<file path="config.mk">
export PLATFORM = sky130hd
export DESIGN_NAME = swl_wake_core
export DESIGN_NICKNAME = d
export VERILOG_FILES = /design/src/verilog/swl_pkg.sv /design/src/verilog/swl_pin_sync.sv /design/src/verilog/swl_gate_combine.sv /design/src/verilog/swl_wake_core.sv
export VERILOG_INCLUDE_DIRS = /design/src /design/src/verilog
export SDC_FILE = /design/constraint.sdc
export NUM_CORES = 1
export LEC_CHECK = 0
export ABC_AREA = 1
export BUFFER_PORTS_ARGS = -buffer_cell sky130_fd_sc_hd__buf_2
export CAP_MARGIN = 20
export CORE_MARGIN = 4
export CORE_UTILIZATION = 41
export CTS_CLUSTER_SIZE = 12
export DETAILED_ROUTE_END_ITERATION = 7
export PLACE_DENSITY = 0.76
export SYNTH_ARGS = -nofsm -noshare
export SYNTH_HDL_FRONTEND = slang
export SYNTH_SLANG_ARGS = --single-unit
</file>
<file path="constraint.sdc">
create_clock -name core_clk -period 1.45 [get_ports core_clk]
set_input_delay 0 -clock core_clk [delete_from_list [all_inputs] [get_ports core_clk]]
set_output_delay 0 -clock core_clk [all_outputs]
set_load 0.01 [all_outputs]
</file>
<file path="src/verilog/swl_defines.svh">
// Register indices, field positions and reset values of the stop wake logic
`ifndef SWL_DEFINES_SVH
`define SWL_DEFINES_SVH

// Bus geometry: byte address, register index is address bits 13..2
`define SWL_ADDR_W          14
`define SWL_IDX_W           12
`define SWL_DATA_W          32

// Register indices (byte address is four times the index)
`define SWL_IDX_REF_STATUS  12'hF0A
`define SWL_IDX_P2_SELECT   12'hF0C
`define SWL_IDX_COMBO       12'hF0D
`define SWL_IDX_IRQ_STATUS  12'hF10
`define SWL_IDX_IRQ_CLEAR   12'hF11
`define SWL_IDX_IRQ_ENABLE  12'hF12

// Field positions
`define SWL_COMBO_LEVEL_BIT 6
`define SWL_COMBO_SRC_HI    4
`define SWL_COMBO_SRC_LO    2
`define SWL_IRQ_PIN_BIT     0
`define SWL_IRQ_COMBO_BIT   1
`define SWL_IRQ_W           2

// Reset values
`define SWL_P2_SELECT_RST   8'h00
`define SWL_COMBO_RST       8'h00
`define SWL_REF_VALUE_RST   8'h00
`define SWL_IRQ_RST         2'h0
`define SWL_READ_RST        32'h0000_0000

`endif

</file>
<file path="src/verilog/swl_pkg.sv">
// Types shared by the stop wake logic
`include "swl_defines.svh"

package swl_pkg;

	// Origin of the port 2 comparison reference
	typedef enum logic [1:0] {
		REF_NONE  = 2'b00,
		REF_READ  = 2'b01,
		REF_WRITE = 2'b10
	} swl_ref_type;

	// Gate combination selected by the combined wake source field
	typedef enum logic [2:0] {
		SRC_NONE       = 3'b000,
		SRC_NAND_P2LO  = 3'b001,
		SRC_NAND_P2ALL = 3'b010,
		SRC_NOR_P3     = 3'b011,
		SRC_NAND_P3    = 3'b100,
		SRC_NOR_P3P0   = 3'b101,
		SRC_NAND_P3P0  = 3'b110,
		SRC_NAND_P3P2  = 3'b111
	} swl_src_type;

	// Whole state of the wake core
	typedef struct packed {
		logic [7:0]               p2Select;
		logic                     comboLevel;
		swl_src_type              comboSrc;
		swl_ref_type              refStatus;
		logic [7:0]               refValue;
		logic [`SWL_IRQ_W-1:0]    irqStatus;
		logic [`SWL_IRQ_W-1:0]    irqEnable;
		logic                     waitReq;
		logic [`SWL_DATA_W-1:0]   readData;
		logic                     wakeReq;
		logic                     irqOut;
	} swl_state_type;

endpackage

</file>
<file path="src/verilog/swl_pin_sync.sv">
// Two flip-flop synchroniser for a group of pins
`timescale 1ns/1ps

module swl_pin_sync #(
	parameter int WIDTH = 20
) (
	input  wire logic             core_clk,  // Core clock
	input  wire logic             rst_b,     // Async reset, active low
	input  wire logic [WIDTH-1:0] pinsIn,    // Raw pin levels
	output logic      [WIDTH-1:0] pinsOut    // Synchronised levels
);

	typedef struct packed {
		logic [WIDTH-1:0] stage1;
		logic [WIDTH-1:0] stage2;
	} swl_sync_type;

	swl_sync_type st_reg;
	swl_sync_type st_next;

	// First stage feeds only the second stage
	always_comb begin
		st_next.stage1 = pinsIn;
		st_next.stage2 = st_reg.stage1;
	end

	// Stage registers
	always_ff @(posedge core_clk or negedge rst_b) begin
		if (!rst_b) begin
			st_reg <= '0;
		end else begin
			st_reg <= st_next;
		end
	end

	assign pinsOut = st_reg.stage2;

endmodule

</file>
<file path="src/verilog/swl_gate_combine.sv">
// Gate combinations of port 0, 2 and 3 pins for the combined wake source
`timescale 1ns/1ps

module swl_gate_combine (
	input  wire logic [1:0]        p0Pair,     // Port 0 pins {7,0}
	input  wire logic [7:0]        p2Pins,     // Port 2 pin levels
	input  wire logic [3:1]        p3Pins,     // Port 3 pins 3..1
	input  wire logic [1:0]        p0Use,      // Port 0 {7,0} usable as inputs
	input  wire logic [7:0]        p2Use,      // Port 2 pins usable
	input  wire logic [3:1]        p3Use,      // Port 3 pins usable
	input  wire swl_pkg::swl_src_type src,     // Selected combination
	output logic                   gateOut     // Combination result
);

	// Ignored pins act as the neutral value of the gate
	function automatic logic nandUse(input logic [15:0] v, input logic [15:0] u);
		return ~&(v | ~u);
	endfunction

	function automatic logic norUse(input logic [15:0] v, input logic [15:0] u);
		return ~|(v & u);
	endfunction

	logic [15:0] v3;
	logic [15:0] u3;

	// Port 2 pins alone, or port 3 group optionally widened by port 0 or port 2 pins
	always_comb begin
		v3 = {13'h0, p3Pins};
		u3 = {13'h0, p3Use};
		gateOut = 1'b0;
		case (src)
			swl_pkg::SRC_NAND_P2LO:  gateOut = nandUse({12'h000, p2Pins[3:0]}, {12'h000, p2Use[3:0]});
			swl_pkg::SRC_NAND_P2ALL: gateOut = nandUse({8'h00, p2Pins}, {8'h00, p2Use});
			swl_pkg::SRC_NOR_P3:     gateOut = norUse(v3, u3);
			swl_pkg::SRC_NAND_P3:    gateOut = nandUse(v3, u3);
			swl_pkg::SRC_NOR_P3P0:   gateOut = norUse({11'h0, p0Pair, p3Pins}, {11'h0, p0Use, p3Use});
			swl_pkg::SRC_NAND_P3P0:  gateOut = nandUse({11'h0, p0Pair, p3Pins}, {11'h0, p0Use, p3Use});
			swl_pkg::SRC_NAND_P3P2:  gateOut = nandUse({10'h0, p2Pins[2:0], p3Pins},
			                                           {10'h0, p2Use[2:0], p3Use});
			default:                 gateOut = 1'b0;
		endcase
	end

endmodule

</file>
<file path="src/verilog/swl_wake_core.sv">
// Stop-mode wake source logic with Avalon-MM register slave
`timescale 1ns/1ps
`include "swl_defines.svh"

// Notes on behaviour
// - Port 2 select bit enables that wake pin
// - No reference: selected pin wakes when zero
// - Port 2 data access captures selected reference
// - Captured reference: wake when pin differs
// - Reference status 01 read, 10 write
// - Writing 00 restores zero-level default
// - Wake selects survive stop recovery, reset only
// - Source field 4:2 selects; 000 none
// - Gate output matching level bit wakes
// - Gates ignore outputs and per-pin sources
// - Encodings 001 to 100 as listed
// - 101 NOR, 110 NAND with port 0
// - 111 NAND port 3 with port 2
// - Any enabled source causes recovery
// - Reference status never reads 11
module swl_wake_core (
	input  wire logic                   core_clk,        // Core clock, 40 MHz
	input  wire logic                   rst_b,           // Async reset, active low
	input  wire logic [`SWL_ADDR_W-1:0] avs_address,     // Byte address
	input  wire logic                   avs_read,        // Read request
	input  wire logic                   avs_write,       // Write request
	input  wire logic [`SWL_DATA_W-1:0] avs_writedata,   // Write data
	input  wire logic [3:0]             avs_byteenable,  // Byte lanes
	output logic      [`SWL_DATA_W-1:0] avs_readdata,    // Read data
	output logic                        avs_waitrequest, // Stall
	input  wire logic [7:0]             port0Pins,       // Port 0 pin levels
	input  wire logic [7:0]             port2Pins,       // Port 2 pin levels
	input  wire logic [3:0]             port3Pins,       // Port 3 pin levels
	input  wire logic [7:0]             port0IsOutput,   // Port 0 direction, 1 output
	input  wire logic [7:0]             port2IsOutput,   // Port 2 direction, 1 output
	input  wire logic [3:0]             port3IsOutput,   // Port 3 direction, 1 output
	input  wire logic [3:0]             port3WakeSelect, // Port 3 per-pin wake sources
	input  wire logic                   port2DataRead,   // Port 2 data read pulse
	input  wire logic                   port2DataWrite,  // Port 2 data write pulse
	input  wire logic [7:0]             port2DataValue,  // Value read or written
	output logic                        wakeRequest,     // Stop-mode wake request
	output logic                        irqOut           // Level interrupt
);

	swl_pkg::swl_state_type st_reg;
	swl_pkg::swl_state_type st_next;

	// Register index match on a word aligned byte address
	function automatic logic idxHit(input logic [`SWL_ADDR_W-1:0] a, input logic [`SWL_IDX_W-1:0] idx);
		return a[`SWL_ADDR_W-1:2] == idx;
	endfunction

	// Pins pass two flip-flops before use
	logic [19:0] pinsSync;
	logic [7:0]  p0s;
	logic [7:0]  p2s;
	logic [3:0]  p3s;

	swl_pin_sync #(
		.WIDTH (20)
	) u_sync (
		.core_clk (core_clk),
		.rst_b    (rst_b),
		.pinsIn   ({port0Pins, port2Pins, port3Pins}),
		.pinsOut  (pinsSync)
	);

	assign p0s = pinsSync[19:12];
	assign p2s = pinsSync[11:4];
	assign p3s = pinsSync[3:0];

	// Per-pin compare against zero or the captured reference
	logic [7:0] pinHit;
	logic       pinWake;

	always_comb begin
		for (int i = 0; i < 8; i++) begin
			if (st_reg.refStatus == swl_pkg::REF_NONE) begin
				pinHit[i] = st_reg.p2Select[i] & ~p2s[i];
			end else begin
				pinHit[i] = st_reg.p2Select[i] & (p2s[i] ^ st_reg.refValue[i]);
			end
		end
		pinWake = |pinHit;
	end

	// Gate combination with exclusions
	logic [7:0] p2Use;
	logic [3:1] p3Use;
	logic [1:0] p0Use;
	logic       gateOut;
	logic       comboWake;

	assign p2Use = ~port2IsOutput & ~st_reg.p2Select;
	assign p3Use = ~port3IsOutput[3:1] & ~port3WakeSelect[3:1];
	assign p0Use = ~{port0IsOutput[7], port0IsOutput[0]};

	swl_gate_combine u_gate (
		.p0Pair  ({p0s[7], p0s[0]}),
		.p2Pins  (p2s),
		.p3Pins  (p3s[3:1]),
		.p0Use   (p0Use),
		.p2Use   (p2Use),
		.p3Use   (p3Use),
		.src     (st_reg.comboSrc),
		.gateOut (gateOut)
	);

	// no source when field is zero
	assign comboWake = (st_reg.comboSrc != swl_pkg::SRC_NONE) && (gateOut == st_reg.comboLevel);

	// Bus strobes
	logic busReq;
	logic wrEn;
	logic lane0;
	logic capture;
	logic [`SWL_IRQ_W-1:0] irqEvent;
	logic [`SWL_IRQ_W-1:0] irqClear;

	assign busReq = avs_read | avs_write;
	assign wrEn   = avs_write & ~st_reg.waitReq;
	assign lane0  = avs_byteenable[0];
	assign capture = (port2DataRead | port2DataWrite) & (|st_reg.p2Select);

	// Next state: registers, reference, interrupts and bus answer
	always_comb begin
		st_next  = st_reg;
		irqEvent = '0;
		irqClear = '0;

		// One wait cycle, then a single low cycle
		if (busReq && st_reg.waitReq) begin
			st_next.waitReq = 1'b0;
		end else begin
			st_next.waitReq = 1'b1;
		end

		// Read data prepared while the request waits
		if (avs_read && st_reg.waitReq) begin
			st_next.readData = `SWL_READ_RST;
			if (idxHit(avs_address, `SWL_IDX_REF_STATUS)) begin
				st_next.readData[1:0] = st_reg.refStatus;
			end else if (idxHit(avs_address, `SWL_IDX_IRQ_STATUS)) begin
				st_next.readData[`SWL_IRQ_W-1:0] = st_reg.irqStatus;
			end else if (idxHit(avs_address, `SWL_IDX_IRQ_ENABLE)) begin
				st_next.readData[`SWL_IRQ_W-1:0] = st_reg.irqEnable;
			end
		end

		// Register writes, low byte lane only
		if (wrEn && lane0) begin
			if (idxHit(avs_address, `SWL_IDX_P2_SELECT)) begin
				st_next.p2Select = avs_writedata[7:0];
			end else if (idxHit(avs_address, `SWL_IDX_COMBO)) begin
				st_next.comboLevel = avs_writedata[`SWL_COMBO_LEVEL_BIT];
				st_next.comboSrc   = swl_pkg::swl_src_type'(avs_writedata[`SWL_COMBO_SRC_HI:`SWL_COMBO_SRC_LO]);
			end else if (idxHit(avs_address, `SWL_IDX_REF_STATUS)) begin
				if (avs_writedata[1:0] == 2'h0) begin
					st_next.refStatus = swl_pkg::REF_NONE;
				end
			end else if (idxHit(avs_address, `SWL_IDX_IRQ_CLEAR)) begin
				irqClear = avs_writedata[`SWL_IRQ_W-1:0];
			end else if (idxHit(avs_address, `SWL_IDX_IRQ_ENABLE)) begin
				st_next.irqEnable = avs_writedata[`SWL_IRQ_W-1:0];
			end
		end

		// capture on port 2 data access
		if (capture) begin
			for (int i = 0; i < 8; i++) begin
				if (st_reg.p2Select[i]) begin
					st_next.refValue[i] = port2DataValue[i];
				end
			end
			if (port2DataWrite) begin
				st_next.refStatus = swl_pkg::REF_WRITE;
			end else begin
				st_next.refStatus = swl_pkg::REF_READ;
			end
		end

		st_next.wakeReq = pinWake | comboWake;

		// Sticky events, set wins over clear
		irqEvent[`SWL_IRQ_PIN_BIT]   = pinWake;
		irqEvent[`SWL_IRQ_COMBO_BIT] = comboWake;
		st_next.irqStatus = (st_reg.irqStatus & ~irqClear) | irqEvent;
		st_next.irqOut    = |(st_next.irqStatus & st_next.irqEnable);
	end

	// State register; only the core reset clears wake setup
	// kept across stop recovery
	always_ff @(posedge core_clk or negedge rst_b) begin
		if (!rst_b) begin
			st_reg.p2Select   <= `SWL_P2_SELECT_RST;
			st_reg.comboLevel <= 1'b0;
			st_reg.comboSrc   <= swl_pkg::SRC_NONE;
			st_reg.refStatus  <= swl_pkg::REF_NONE;
			st_reg.refValue   <= `SWL_REF_VALUE_RST;
			st_reg.irqStatus  <= `SWL_IRQ_RST;
			st_reg.irqEnable  <= `SWL_IRQ_RST;
			st_reg.waitReq    <= 1'b1;
			st_reg.readData   <= `SWL_READ_RST;
			st_reg.wakeReq    <= 1'b0;
			st_reg.irqOut     <= 1'b0;
		end else begin
			st_reg <= st_next;
		end
	end

	// Outputs straight from flip-flops
	assign avs_readdata    = st_reg.readData;
	assign avs_waitrequest = st_reg.waitReq;
	assign wakeRequest     = st_reg.wakeReq;
	assign irqOut          = st_reg.irqOut;

	// Bus answers one cycle after the request appears
	a_bus_answer: assert property (@(posedge core_clk) disable iff (!rst_b)
		busReq && avs_waitrequest |=> !avs_waitrequest)
		else $error("waitrequest did not drop after one cycle");

	// Low waitrequest lasts one cycle only
	a_bus_release: assert property (@(posedge core_clk) disable iff (!rst_b)
		!avs_waitrequest |=> avs_waitrequest)
		else $error("waitrequest stayed low");

	a_select_write: assert property (@(posedge core_clk) disable iff (!rst_b)
		wrEn && lane0 && idxHit(avs_address, `SWL_IDX_P2_SELECT)
		|=> st_reg.p2Select == $past(avs_writedata[7:0]))
		else $error("port 2 select write lost");

	a_zero_default: assert property (@(posedge core_clk) disable iff (!rst_b)
		st_reg.refStatus == swl_pkg::REF_NONE && (|(st_reg.p2Select & ~p2s))
		|=> wakeRequest)
		else $error("zero pin did not wake");

	a_ref_capture: assert property (@(posedge core_clk) disable iff (!rst_b)
		capture |=> ((st_reg.refValue ^ $past(port2DataValue)) & $past(st_reg.p2Select)) == 8'h00)
		else $error("reference not captured");

	a_ref_differs: assert property (@(posedge core_clk) disable iff (!rst_b)
		st_reg.refStatus != swl_pkg::REF_NONE && (|((p2s ^ st_reg.refValue) & st_reg.p2Select))
		|=> wakeRequest)
		else $error("differing pin did not wake");

	a_ref_origin: assert property (@(posedge core_clk) disable iff (!rst_b)
		capture |=> st_reg.refStatus == ($past(port2DataWrite) ? swl_pkg::REF_WRITE : swl_pkg::REF_READ))
		else $error("reference origin wrong");

	a_ref_clear: assert property (@(posedge core_clk) disable iff (!rst_b)
		wrEn && lane0 && idxHit(avs_address, `SWL_IDX_REF_STATUS) && avs_writedata[1:0] == 2'h0 && !capture
		|=> st_reg.refStatus == swl_pkg::REF_NONE)
		else $error("reference status not cleared");

	a_ref_legal: assert property (@(posedge core_clk) disable iff (!rst_b)
		st_reg.refStatus != 2'b11)
		else $error("reference status reads 11");

	a_combo_none: assert property (@(posedge core_clk) disable iff (!rst_b)
		st_reg.comboSrc == swl_pkg::SRC_NONE && !pinWake |=> !wakeRequest)
		else $error("wake without any source");

	a_combo_level: assert property (@(posedge core_clk) disable iff (!rst_b)
		st_reg.comboSrc != swl_pkg::SRC_NONE && gateOut == st_reg.comboLevel |=> wakeRequest)
		else $error("gate match did not wake");

	a_wake_any: assert property (@(posedge core_clk) disable iff (!rst_b)
		wakeRequest |-> $past(pinWake) || $past(comboWake))
		else $error("wake without cause");

	a_irq_level: assert property (@(posedge core_clk) disable iff (!rst_b)
		irqOut == |(st_reg.irqStatus & st_reg.irqEnable))
		else $error("interrupt output mismatch");

	a_select_kept: assert property (@(posedge core_clk) disable iff (!rst_b)
		st_reg.p2Select != $past(st_reg.p2Select)
		|-> $past(wrEn && lane0 && idxHit(avs_address, `SWL_IDX_P2_SELECT)))
		else $error("port 2 select changed without a write");

	a_combo_kept: assert property (@(posedge core_clk) disable iff (!rst_b)
		{st_reg.comboLevel, st_reg.comboSrc} != $past({st_reg.comboLevel, st_reg.comboSrc})
		|-> $past(wrEn && lane0 && idxHit(avs_address, `SWL_IDX_COMBO)))
		else $error("combined setup changed without a write");

	a_gate_p2all: assert property (@(posedge core_clk) disable iff (!rst_b)
		st_reg.comboSrc == swl_pkg::SRC_NAND_P2ALL
		|-> gateOut == |(~p2s & ~port2IsOutput & ~st_reg.p2Select))
		else $error("port 2 full gate wrong");

	a_gate_p2low: assert property (@(posedge core_clk) disable iff (!rst_b)
		st_reg.comboSrc == swl_pkg::SRC_NAND_P2LO
		|-> gateOut == |(~p2s[3:0] & ~port2IsOutput[3:0] & ~st_reg.p2Select[3:0]))
		else $error("port 2 low gate wrong");

	a_gate_nor3: assert property (@(posedge core_clk) disable iff (!rst_b)
		st_reg.comboSrc == swl_pkg::SRC_NOR_P3
		|-> gateOut == !(|(p3s[3:1] & ~port3IsOutput[3:1] & ~port3WakeSelect[3:1])))
		else $error("port 3 gate wrong");

	a_gate_port0: assert property (@(posedge core_clk) disable iff (!rst_b)
		st_reg.comboSrc == swl_pkg::SRC_NOR_P3P0 |-> gateOut == !(|({p0s[7], p0s[0], p3s[3:1]}
			& ~{port0IsOutput[7], port0IsOutput[0], port3IsOutput[3:1] | port3WakeSelect[3:1]})))
		else $error("port 0 gate wrong");

	a_gate_port2: assert property (@(posedge core_clk) disable iff (!rst_b)
		st_reg.comboSrc == swl_pkg::SRC_NAND_P3P2 |-> gateOut == |(~{p2s[2:0], p3s[3:1]}
			& ~{port2IsOutput[2:0] | st_reg.p2Select[2:0], port3IsOutput[3:1] | port3WakeSelect[3:1]}))
		else $error("port 2 and 3 gate wrong");

	// Event sets status even when cleared
	a_irq_sticky: assert property (@(posedge core_clk) disable iff (!rst_b)
		irqEvent != 2'b00
		|=> (st_reg.irqStatus & $past(irqEvent)) == $past(irqEvent))
		else $error("interrupt event lost");

endmodule

</file>
==> load_flow_metrics.sql, run 1 <==
INSERT INTO impl_metrics (metric_group, metric, value, unit) VALUES
('global_route', 'globalRoute.totalOverflow', '0', ''),
('floorplan', 'die-height', '91.3', 'um'),
('hold_path', 'holdPathStages', '3', ''),
('routing', 'drt_total_wl', '6780', 'um'),
('clock_network', 'clk_latency', '0.33', 'ns'),
('final_layout', 'final_core_util', '58.9', '%'),
('logic_synthesis', 'synth_area', '2850', 'sq um'),
('power', 'vdd.ir_drop.worst', '0.646', 'mV'),
('floorplan', 'die_x', '91.3', 'um'),
('global_route', 'first_global_vias', '2453', ''),
('floorplan', 'design.portCount', '143', ''),
('floorplan', 'start_util', '42.1', '%'),
('setup_path', 'r2r_end', 'irqOut', ''),
('sta', 'clock-skew-final', '0.00487', 'ns'),
('sta', 'fmax', '680', 'MHz'),
('setup_path', 'cell_type_group_with_the_largest_total_delay_on_the_critical_path', 'simple AND/OR/NAND/NOR gates', ''),
('setup_path', 'cp_data_required_time', '1.68', 'ns'),
('sta', 'grt_setup_unrepaired', 'yes', ''),
('final_layout', 'fillCellCount', '557', ''),
('setup_path', 'crit_cells', '9', ''),
('sta', 'share_of_the_clock_period_used_by_the_worst_path', '101', '%'),
('setup_path', 'critical_path_most_common_cell', 'nand2_1', ''),
('clock_network', 'cts_root_buffer', 'clkbuf_8', ''),
('setup_path', 'setup_crit_start_kind', 'flip-flop', ''),
('sta', 'timing.final.hold_violations', '0', ''),
('logic_synthesis', 'seq_area_frac_synth', '50.2', '%'),
('clock_network', 'cts.clk_slew.worst_paths', '0.07', 'ns'),
('clock_network', 'tritoncts', 'built', ''),
('outcome', 'violations', 'negative setup slack', ''),
('setup_path', 'cp.arrival', '1.70', 'ns'),
('setup_path', 'timing.critical_path.buf_inv', '1', ''),
('placed_design', 'portBuffers', '68', ''),
('sta', 'timing.final.crit_period', '1.47', 'ns'),
('power', 'net_switching_power_figure', '925', 'uW'),
('routing', 'dr_total_vias', '2553', ''),
('sta', 'worst_hold_slack', '0.0232', 'ns'),
('clock_network', 'cts_htree_levels', '3', ''),
('routing', 'initialDrtViolationCount', '155', ''),
('routing', 'drc_errors', '0', ''),
('setup_path', 'critical_path.endpoint', 'irqOut', ''),
('setup_path', 'r2r_slack', '-0.02', 'ns'),
('setup_path', 'crit-reg2reg-launch', 'st_reg[48]', ''),
('global_route', 'grt_start_max_net_pins', '23', ''),
('clock_network', 'cts_max_path_bufs', '2', ''),
('outcome', 'status', 'finished, violations left', ''),
('setup_path', 'critical_path.endpoint_type', 'flip-flop', ''),
('final_layout', 'layout.nets', '575', ''),
('setup_path', 'timing.critical_path.cells', 'nor2_4, buf_6, o21ai_1, nand3_1, nand4_1, nor2_2, o21ai_2, nand2_1, nand2_1', ''),
('final_layout', 'largest_register_ff_count', '26', ''),
('power', 'leakage', '2.11', 'nW'),
('sta', 'finalSetupViolCount', '1', ''),
('routing', 'drt-wirelength-per-cell', '12.3', 'um'),
('placed_design', 'total_half_perimeter_wirelength_after_legalization_and_detailed_placement', '5050', 'um'),
('power', 'internal_power', '2.86', 'mW'),
('hold_path', 'hold_path_class', 'input pin to flip-flop', ''),
('setup_path', 'worst-path-max-fanout', '4', ''),
('clock_network', 'cts_inserted_buffers', '9', ''),
('placed_design', 'gpl.final_weighted_congestion', '0.912', ''),
('setup_path', 'crit_path_from', 'st_reg[48]', ''),
('floorplan', 'placeableCoreArea', '6760', 'sq um'),
('sta', 'tns', '-0.0210', 'ns'),
('power', 'power.sequential.fraction', '45.4', '%'),
('logic_synthesis', 'synth_cells', '335', ''),
('final_layout', 'drive_above_1_share', '30.5', '%'),
('routing', 'drt_pre_antenna_iters', '4', ''),
('sta', 'finalWorstSetupSlack', '-0.0210', 'ns'),
('final_layout', 'area_growth_syn_to_layout', '39.8', '%'),
('power', 'clock_power_share', '41.4', '%'),
('global_route', 'grt_first_pass_wirelength', '10700', 'um'),
('global_route', 'antenna_found_initial', '0', ''),
('final_layout', 'layout_common_cells', 'buf_2 (68), dfrtp_1 (55), nand2_1 (54)', '');
-- logic make-up after synthesis --
group	after synthesis	synth area share, %
buffers and inverters	83	15.4
AND/OR/NAND/NOR	144	23.8
other	1	0.132
flip-flops	57	50.2
AO/OA/AOI/OAI	46	8.84
multiplexers	4	1.58
-- worst reg2reg max path, cell delays in order (launching register included) --
cell     delay [ns]
dfrtp_1        0.42
nor2_4         0.14
buf_6          0.14
o21ai_1        0.06
nand3_1        0.08
nand4_1        0.12
nor2_2         0.18
o21ai_2        0.09
nand2_1        0.09
nand2_1        0.05
-- synth_stat cells, drive strengths merged --
library cell,instances,area (sq um)
a21boi,1,11.3
a21oi,12,60.1
buf,33,251
conb,1,3.75
dfrtp,56,1400
dfstp,1,26.3
inv,50,188
mux2,4,45.0
nand2,62,240
nand3,23,115
nand3b,7,52.6
nand4,7,50.1
nor2,38,148
nor3,1,5.00
nor4,5,61.3
o211ai,1,7.51
o21ai,30,158
o22ai,1,6.26
o41ai,1,8.76
or2,1,6.26
-- worst min path at each step --
stage,start,endpoint,slack [ns]
3_5_place_dp,rst_b,st_reg[54],-0.007
5_1_grt,avs_read,avs_readdata[0],0.03
3_3_place_gp,rst_b,avs_readdata[1],-0.01
6_report,avs_read,avs_readdata[0],0.02
4_1_cts,avs_read,avs_readdata[0],0.002
2_1_floorplan,rst_b,avs_readdata[0],-0.30
-- power by group through the flow --
stage	registers, mW	clock network, mW	logic [mW]
after floorplan	1.73	0	0.250
after global placement	1.74	0	0.388
after detailed placement	1.74	0	0.397
after CTS	1.71	1.61	0.474
after global routing	1.73	1.68	0.560
final	1.72	1.57	0.501
-- metrics by stage --
stage	cell area [sq um]	total power, mW	worst slack (ns)	instances
final	3980	3.79	-0.0210	552
after global routing	3980	3.97	-0.107	552
after CTS	3890	3.80	-0.0184	549
after detailed placement	3330	2.14	-0.145	500
after global placement	3330	2.13	-0.0340	500
after floorplan	2950	1.98	0.0837	364
-- layer usage --
metal	GRT usage, %	share of wire (%)
met5	0	0
met4	6.28	1.6
met3	5.63	6.3
met2	27.1	51
met1	19.4	41
-- timing repair --
action                                  in CTS  in global routing
endpoints found under the setup margin       9                 13
hold buffers                                33                  0
pin swaps                                    0                 13
gates resized for setup                      5                 27
buffers inserted                             0                  2
hold endpoints to repair                    76                  0
gates cloned                                 0                  1
-- final cells by class --
cell class	count	area [sq um]	area share, %
inverters	50	195	4.91
multi-input cells	224	1160	29.1
clock buffers	10	128	3.21
flip-flops and latches	57	1430	35.9
repair buffers	125	887	22.3
well taps	80	100	2.52
clock inverters	6	82.6	2.08
No activity file was read; power rests on OpenSTA's default activity.
==> run 2: changes to the inputs <==
- SKIP_LAST_GASP: not set -> 1
==> run 2 against run 1 <==
  * The run still ends with negative setup slack left
  * Worst hold slack got worse by 0.0020 ns
  * Largest cell class unchanged
  * Critical path type unchanged
  * Sequential power about the same
  * Core utilization about the same
  * Worst setup slack improved by 0.00073 ns
  * Count of clock-buffer cells in the layout unchanged
==> load_flow_metrics.sql, run 2 (same netlist as run 1, synthesis figures left out) <==
INSERT INTO impl_metrics (metric_group, metric, value, unit) VALUES
('hold_path', 'hold_path_class', 'input pin to flip-flop', ''),
('clock_network', 'cts.clk_slew.worst_paths', '0.07', 'ns'),
('setup_path', 'r2r_end', 'irqOut', ''),
('floorplan', 'start_util', '42.1', '%'),
('power', 'power.density_cell_area', '954', 'nW/um^2'),
('global_route', 'antenna_found_initial', '0', ''),
('hold_path', 'hold_path_end', 'avs_readdata[0]', ''),
('routing', 'vias_per_cell', '4.64', ''),
('global_route', 'globalRoute.totalOverflow', '0', ''),
('setup_path', 'cp.arrival', '1.70', 'ns'),
('sta', 'share_of_the_clock_period_used_by_the_worst_path', '101', '%'),
('clock_network', 'tritoncts', 'built', ''),
('global_route', 'first_global_vias', '2453', ''),
('hold_path', 'hold_path_startpoint', 'avs_read', ''),
('routing', 'drt_pre_antenna_iters', '4', ''),
('setup_path', 'worst-path-max-fanout', '4', ''),
('placed_design', 'gpl.final_weighted_congestion', '0.912', ''),
('sta', 'finalMaxSlewViolations', '0', ''),
('hold_path', 'holdPathStages', '3', ''),
('final_layout', 'final_core_util', '58.9', '%'),
('sta', 'fmax', '680', 'MHz'),
('final_layout', 'drive_above_1_share', '30.3', '%'),
('placed_design', 'total_half_perimeter_wirelength_after_legalization_and_detailed_placement', '5050', 'um'),
('sta', 'clock-skew-final', '0.00545', 'ns'),
('clock_network', 'cts_max_path_bufs', '2', ''),
('outcome', 'status', 'finished, violations left', ''),
('setup_path', 'critical_path.endpoint_type', 'flip-flop', ''),
('clock_network', 'cts_htree_levels', '3', ''),
('clock_network', 'clk_latency', '0.33', 'ns'),
('setup_path', 'setup_crit_start_kind', 'flip-flop', ''),
('final_layout', 'layout_common_cells', 'buf_2 (68), nand2_1 (55), dfrtp_1 (55)', ''),
('sta', 'timing.final.crit_period', '1.47', 'ns'),
('floorplan', 'number_of_placement_rows', '30', ''),
('global_route', 'grt_start_max_net_pins', '23', ''),
('floorplan', 'die-height', '91.3', 'um'),
('power', 'vdd.ir_drop.worst', '0.646', 'mV'),
('placed_design', 'portBuffers', '68', ''),
('final_layout', 'diodes', '0', ''),
('sta', 'tns', '-0.0202', 'ns'),
('final_layout', 'largest_register_ff_count', '26', ''),
('power', 'leakage', '2.11', 'nW'),
('clock_network', 'cts_root_buffer', 'clkbuf_8', ''),
('flow_run', 'maxCapViolations', '0', ''),
('sta', 'worst_hold_slack', '0.0213', 'ns'),
('routing', 'drt-wirelength-per-cell', '12.3', 'um'),
('setup_path', 'cp_data_required_time', '1.68', 'ns'),
('sta', 'timing.final.hold_violations', '0', ''),
('clock_network', 'cts_inserted_buffers', '9', ''),
('setup_path', 'timing_worst_setup_path_type', 'flip-flop to flip-flop', ''),
('routing', 'drc_errors', '0', ''),
('sta', 'grt_setup_unrepaired', 'yes', ''),
('outcome', 'violations', 'negative setup slack', ''),
('final_layout', 'layout_commonest_cell', 'buf_2', ''),
('setup_path', 'r2r_slack', '-0.02', 'ns'),
('setup_path', 'crit-reg2reg-launch', 'st_reg[48]', ''),
('floorplan', 'placeableCoreArea', '6760', 'sq um'),
('routing', 'drt_total_wl', '6780', 'um'),
('sta', 'finalSetupViolCount', '1', ''),
('final_layout', 'area_growth_syn_to_layout', '39.8', '%'),
('floorplan', 'die_x', '91.3', 'um'),
('floorplan', 'design.portCount', '143', ''),
('routing', 'drtAntennaViolNets', '0', ''),
('sta', 'finalWorstSetupSlack', '-0.0202', 'ns'),
('floorplan', 'die_area', '8340', 'sq um'),
('global_route', 'groute.usage.overall', '16.3', '%'),
('routing', 'initialDrtViolationCount', '154', ''),
('final_layout', 'layout.nets', '575', ''),
('clock_network', 'cts_sinks', '57', ''),
('setup_path', 'r2r_cells', '9', ''),
('placed_design', 'place_ws', '-0.145', 'ns'),
('global_route', 'grt_first_pass_wirelength', '10700', 'um'),
('routing', 'dr_total_vias', '2562', '');
-- run 2: cell count changes in the layout (fill, tap and decap cells not counted) --
cell,previous run,this run
nand2_2,8,7
nand2_1,54,55
-- run 2: report_power, final --
part	switching (mW)	leakage, nW	total, mW	internal, mW
clock network	0.615	0.106	1.57	0.957
logic	0.266	1.35	0.500	0.234
registers	0.0458	0.651	1.72	1.67
-- run 2: final cells by class --
| cell class | count | area [sq um] |
|---|---|---|
| clock buffer | 10 | 128 |
| clock inverter | 6 | 82.6 |
| fill | 559 | 2780 |
| inverter | 50 | 195 |
| multi-input combinational | 224 | 1150 |
| sequential | 57 | 1430 |
| tap | 80 | 100 |
| timing repair buffer | 125 | 887 |
-- run 2: what timing repair did --
action | in CTS | in global routing
resized for setup | 5 | 26
cloned | 0 | 1
pin swaps | 0 | 13
buffers inserted | 0 | 2
hold buffers | 33 | 0
setup endpoints to repair | 9 | 13
endpoints found under the hold margin | 76 | 0
-- run 2: how the worst max path moves through the flow --
stage | from | end | cells past startpoint
4_1_cts | st_reg[47] | irqOut | 9
2_1_floorplan | avs_waitrequest | st_reg[53] | 5
3_5_place_dp | avs_waitrequest | irqOut | 6
6_report | st_reg[48] | irqOut | 9
5_1_grt | st_reg[48] | irqOut | 10
3_3_place_gp | avs_waitrequest | irqOut | 6
-- run 2: critical path, cell delays in order (launching register included) --
cell and delay (ns):
dfrtp_1 0.42, nor2_4 0.14, buf_6 0.14, o21ai_1 0.06, nand3_1 0.08, nand4_1 0.12, nor2_2 0.18, o21ai_2 0.08
nand2_1 0.09, nand2_1 0.05
-- run 2: per-stage QoR --
step | power, mW | cell area [sq um] | std cells
after floorplan | 1.98 | 2950 | 364
after global placement | 2.13 | 3330 | 500
after detailed placement | 2.14 | 3330 | 500
after CTS | 3.80 | 3890 | 549
after global routing | 3.97 | 3980 | 552
final | 3.79 | 3980 | 552
-- run 2: per-layer routing --
metal,up-vias,GRT usage (%),wire length [um],part of all wire (%)
met1,1177,19.4,2780,41
met3,13,5.63,456,6.7
met5,-,0,0,0
met2,95,27.1,3400,50
li1,1277,-,-,-
met4,0,6.28,138,2.0
==> run 3: changes to the inputs <==
- PLACE_DENSITY: 0.76 -> 0.74
==> run 3 against run 2 <==
  * Clock skew decreased by 0.00077 ns
  * Core utilization increased by 0.72 points
  * Largest cell class unchanged
  * Final cell count up 0.91%
  * Sequential cell count unchanged
  * Largest power group unchanged
  * Critical endpoint unchanged
  * Worst hold slack gained 0.074 ns
  * Via count rose by 2.7%
  * The flow now finishes without violations
==> load_flow_metrics.sql, run 3 (same netlist as run 1, synthesis figures left out) <==
INSERT INTO impl_metrics (metric_group, metric, value, unit) VALUES
('routing', 'drtAntennaViolNets', '0', ''),
('final_layout', 'area_growth_syn_to_layout', '41.5', '%'),
('sta', 'fmax', '711', 'MHz'),
('sta', 'tns', '0', 'ns'),
('final_layout', 'diodes', '0', ''),
('placed_design', 'total_half_perimeter_wirelength_after_legalization_and_detailed_placement', '5020', 'um'),
('power', 'total_power', '3.72', 'mW'),
('sta', 'finalSetupViolCount', '0', ''),
('sta', 'finalMaxSlewViolations', '0', ''),
('setup_path', 'timing_worst_setup_path_type', 'flip-flop to flip-flop', ''),
('final_layout', 'stdcell_area', '4030', 'sq um'),
('setup_path', 'crit-reg2reg-launch', 'st_reg[47]', ''),
('clock_network', 'cts_htree_levels', '3', ''),
('setup_path', 'r2r_end', 'irqOut', ''),
('sta', 'timing.final.hold_violations', '0', ''),
('global_route', 'globalRoute.totalOverflow', '0', ''),
('final_layout', 'register_area', '1430', 'sq um'),
('setup_path', 'timing.critical_path.cells', 'nor2_4, o21ai_1, nand3_1, nand4_1, nor2_2, o21ai_2, nand2_1, nand2_1', ''),
('final_layout', 'layout_common_cells', 'buf_2 (68), nand2_1 (55), dfrtp_1 (54)', ''),
('power', 'vdd.ir_drop.worst', '0.698', 'mV'),
('final_layout', 'layout.nets', '580', ''),
('floorplan', 'design.portCount', '143', ''),
('placed_design', 'dp.cells', '500', ''),
('global_route', 'groute.usage.overall', '17.4', '%'),
('final_layout', 'layout_commonest_cell', 'buf_2', ''),
('sta', 'worst_hold_slack', '0.0955', 'ns'),
('outcome', 'status', 'finished clean', ''),
('routing', 'dr_total_vias', '2631', ''),
('placed_design', 'gpl.final_weighted_congestion', '0.872', ''),
('placed_design', 'portBuffers', '68', ''),
('final_layout', 'drive_above_1_share', '32.3', '%'),
('final_layout', 'finalNonFillerCells', '557', ''),
('setup_path', 'worst-path-max-fanout', '5', ''),
('clock_network', 'cts_max_path_bufs', '2', ''),
('routing', 'drt_total_wl', '6960', 'um'),
('setup_path', 'critical_path.endpoint_type', 'flip-flop', ''),
('floorplan', 'placeableCoreArea', '6760', 'sq um'),
('placed_design', 'detailed_place.area', '3330', 'sq um'),
('setup_path', 'cp_data_required_time', '1.69', 'ns'),
('setup_path', 'cp.arrival', '1.65', 'ns'),
('clock_network', 'tritoncts', 'built', ''),
('floorplan', 'die_area', '8340', 'sq um'),
('sta', 'grt_setup_unrepaired', 'yes', ''),
('global_route', 'antenna_found_initial', '0', ''),
('setup_path', 'critPathSlowestCell', 'dfrtp_2', ''),
('floorplan', 'die-height', '91.3', 'um'),
('global_route', 'grt_first_pass_wirelength', '11400', 'um'),
('global_route', 'grt_start_max_net_pins', '42', ''),
('hold_path', 'hold_path_class', 'input pin to async pin', ''),
('setup_path', 'r2r_slack', '0.04', 'ns'),
('routing', 'drc_errors', '0', ''),
('setup_path', 'slowest_stage_delay_cp', '0.45', 'ns'),
('clock_network', 'cts_inserted_buffers', '9', ''),
('clock_network', 'clk_latency', '0.35', 'ns'),
('clock_network', 'cts.clk_slew.worst_paths', '0.07', 'ns'),
('floorplan', 'number_of_placement_rows', '30', ''),
('routing', 'initialDrtViolationCount', '118', ''),
('setup_path', 'r2r_cells', '8', ''),
('clock_network', 'cts_root_buffer', 'clkbuf_8', ''),
('global_route', 'first_global_vias', '2618', ''),
('flow_run', 'maxCapViolations', '0', ''),
('final_layout', 'combined_area_of_the_multi_input_logic_cells', '1190', 'sq um'),
('power', 'power.density_cell_area', '924', 'nW/um^2'),
('clock_network', 'cts_sinks', '57', ''),
('final_layout', 'largest_register_ff_count', '26', ''),
('power', 'leakage', '2.12', 'nW'),
('final_layout', 'fillCellCount', '563', ''),
('sta', 'timing.final.crit_period', '1.41', 'ns'),
('floorplan', 'die_x', '91.3', 'um'),
('sta', 'clock-skew-final', '0.00468', 'ns'),
('floorplan', 'start_util', '42.1', '%'),
('setup_path', 'setup_crit_start_kind', 'flip-flop', ''),
('sta', 'share_of_the_clock_period_used_by_the_worst_path', '96.9', '%'),
('setup_path', 'critical_path_most_common_cell', 'nand2_1', ''),
('routing', 'drt-wirelength-per-cell', '12.5', 'um'),
('routing', 'vias_per_cell', '4.72', ''),
('routing', 'drt_pre_antenna_iters', '4', '');
run 3: cell count changes in the layout (fill, tap and decap cells not counted), moves of 2 or more:
cell | previous run | this run
buf_4 | 19 | 24
clkinv_2 | 3 | 0
o21ai_0 | 14 | 11
buf_6 | 3 | 1
clkinvlp_4 | 1 | 3
inv_6 | 0 | 2
o21ai_1 | 13 | 15
run 3: critical path, delay by kind of cell, from the launching register on:
kind	cells	cell delay, ns
and+or+nand+nor	6	0.69
AOI/OAI and AO/OA	2	0.17
DFF	1	0.45
run 3: how the worst max path moves through the flow:
stage | start | to | slack, ns | depth (start not counted)
floorplan | avs_waitrequest | st_reg[53] | 0.08 | 5
global placement | st_reg[47] | irqOut | -0.05 | 8
detailed placement | st_reg[47] | irqOut | -0.13 | 8
CTS | st_reg[58] | st_reg[42] | -0.008 | 7
global route | st_reg[47] | irqOut | -0.05 | 8
finish | st_reg[47] | irqOut | 0.04 | 8
run 3: cell type report:
class | count | share of cell area, %
Clock buffer | 9 | 3.08
Multi-Input combinational cell | 225 | 29.6
Inverter | 50 | 4.72
Clock inverter | 7 | 1.96
Timing Repair Buffer | 129 | 22.7
Sequential cell | 57 | 35.5
Tap cell | 80 | 2.49
run 3: metal layers:
metal / track usage, % / up-vias / wire [um]
li1: - / 1294 / -
met1: 20.0 / 1240 / 2800
met2: 30.0 / 84 / 3590
met3: 5.72 / 13 / 426
met4: 6.53 / 0 / 136
met5: 0 / - / 0
run 3: timing repair:
| action | 4_1_cts | 5_1_grt |
|---|---|---|
| gates resized for setup | 5 | 32 |
| buffers inserted | 0 | 6 |
| endpoints found under the hold margin | 94 | 0 |
| gates cloned | 1 | 0 |
| setup endpoints to repair | 11 | 19 |
| hold buffers | 34 | 0 |
| pin swaps | 2 | 11 |
run 3: through the flow:
step,utilization [%],setup WS [ns]
global route,59.6,-0.0490
floorplan,-,0.0837
global placement,49.2,-0.0475
finish,59.6,0.0443
CTS,57.6,-0.00765
detailed placement,49.2,-0.125
run 3: where the power goes:
group	internal, mW	total [mW]	leakage, nW	switching [mW]
Sequential	1.67	1.72	0.649	0.0489
Combinational	0.228	0.493	1.38	0.265
Clock	0.805	1.50	0.0925	0.699
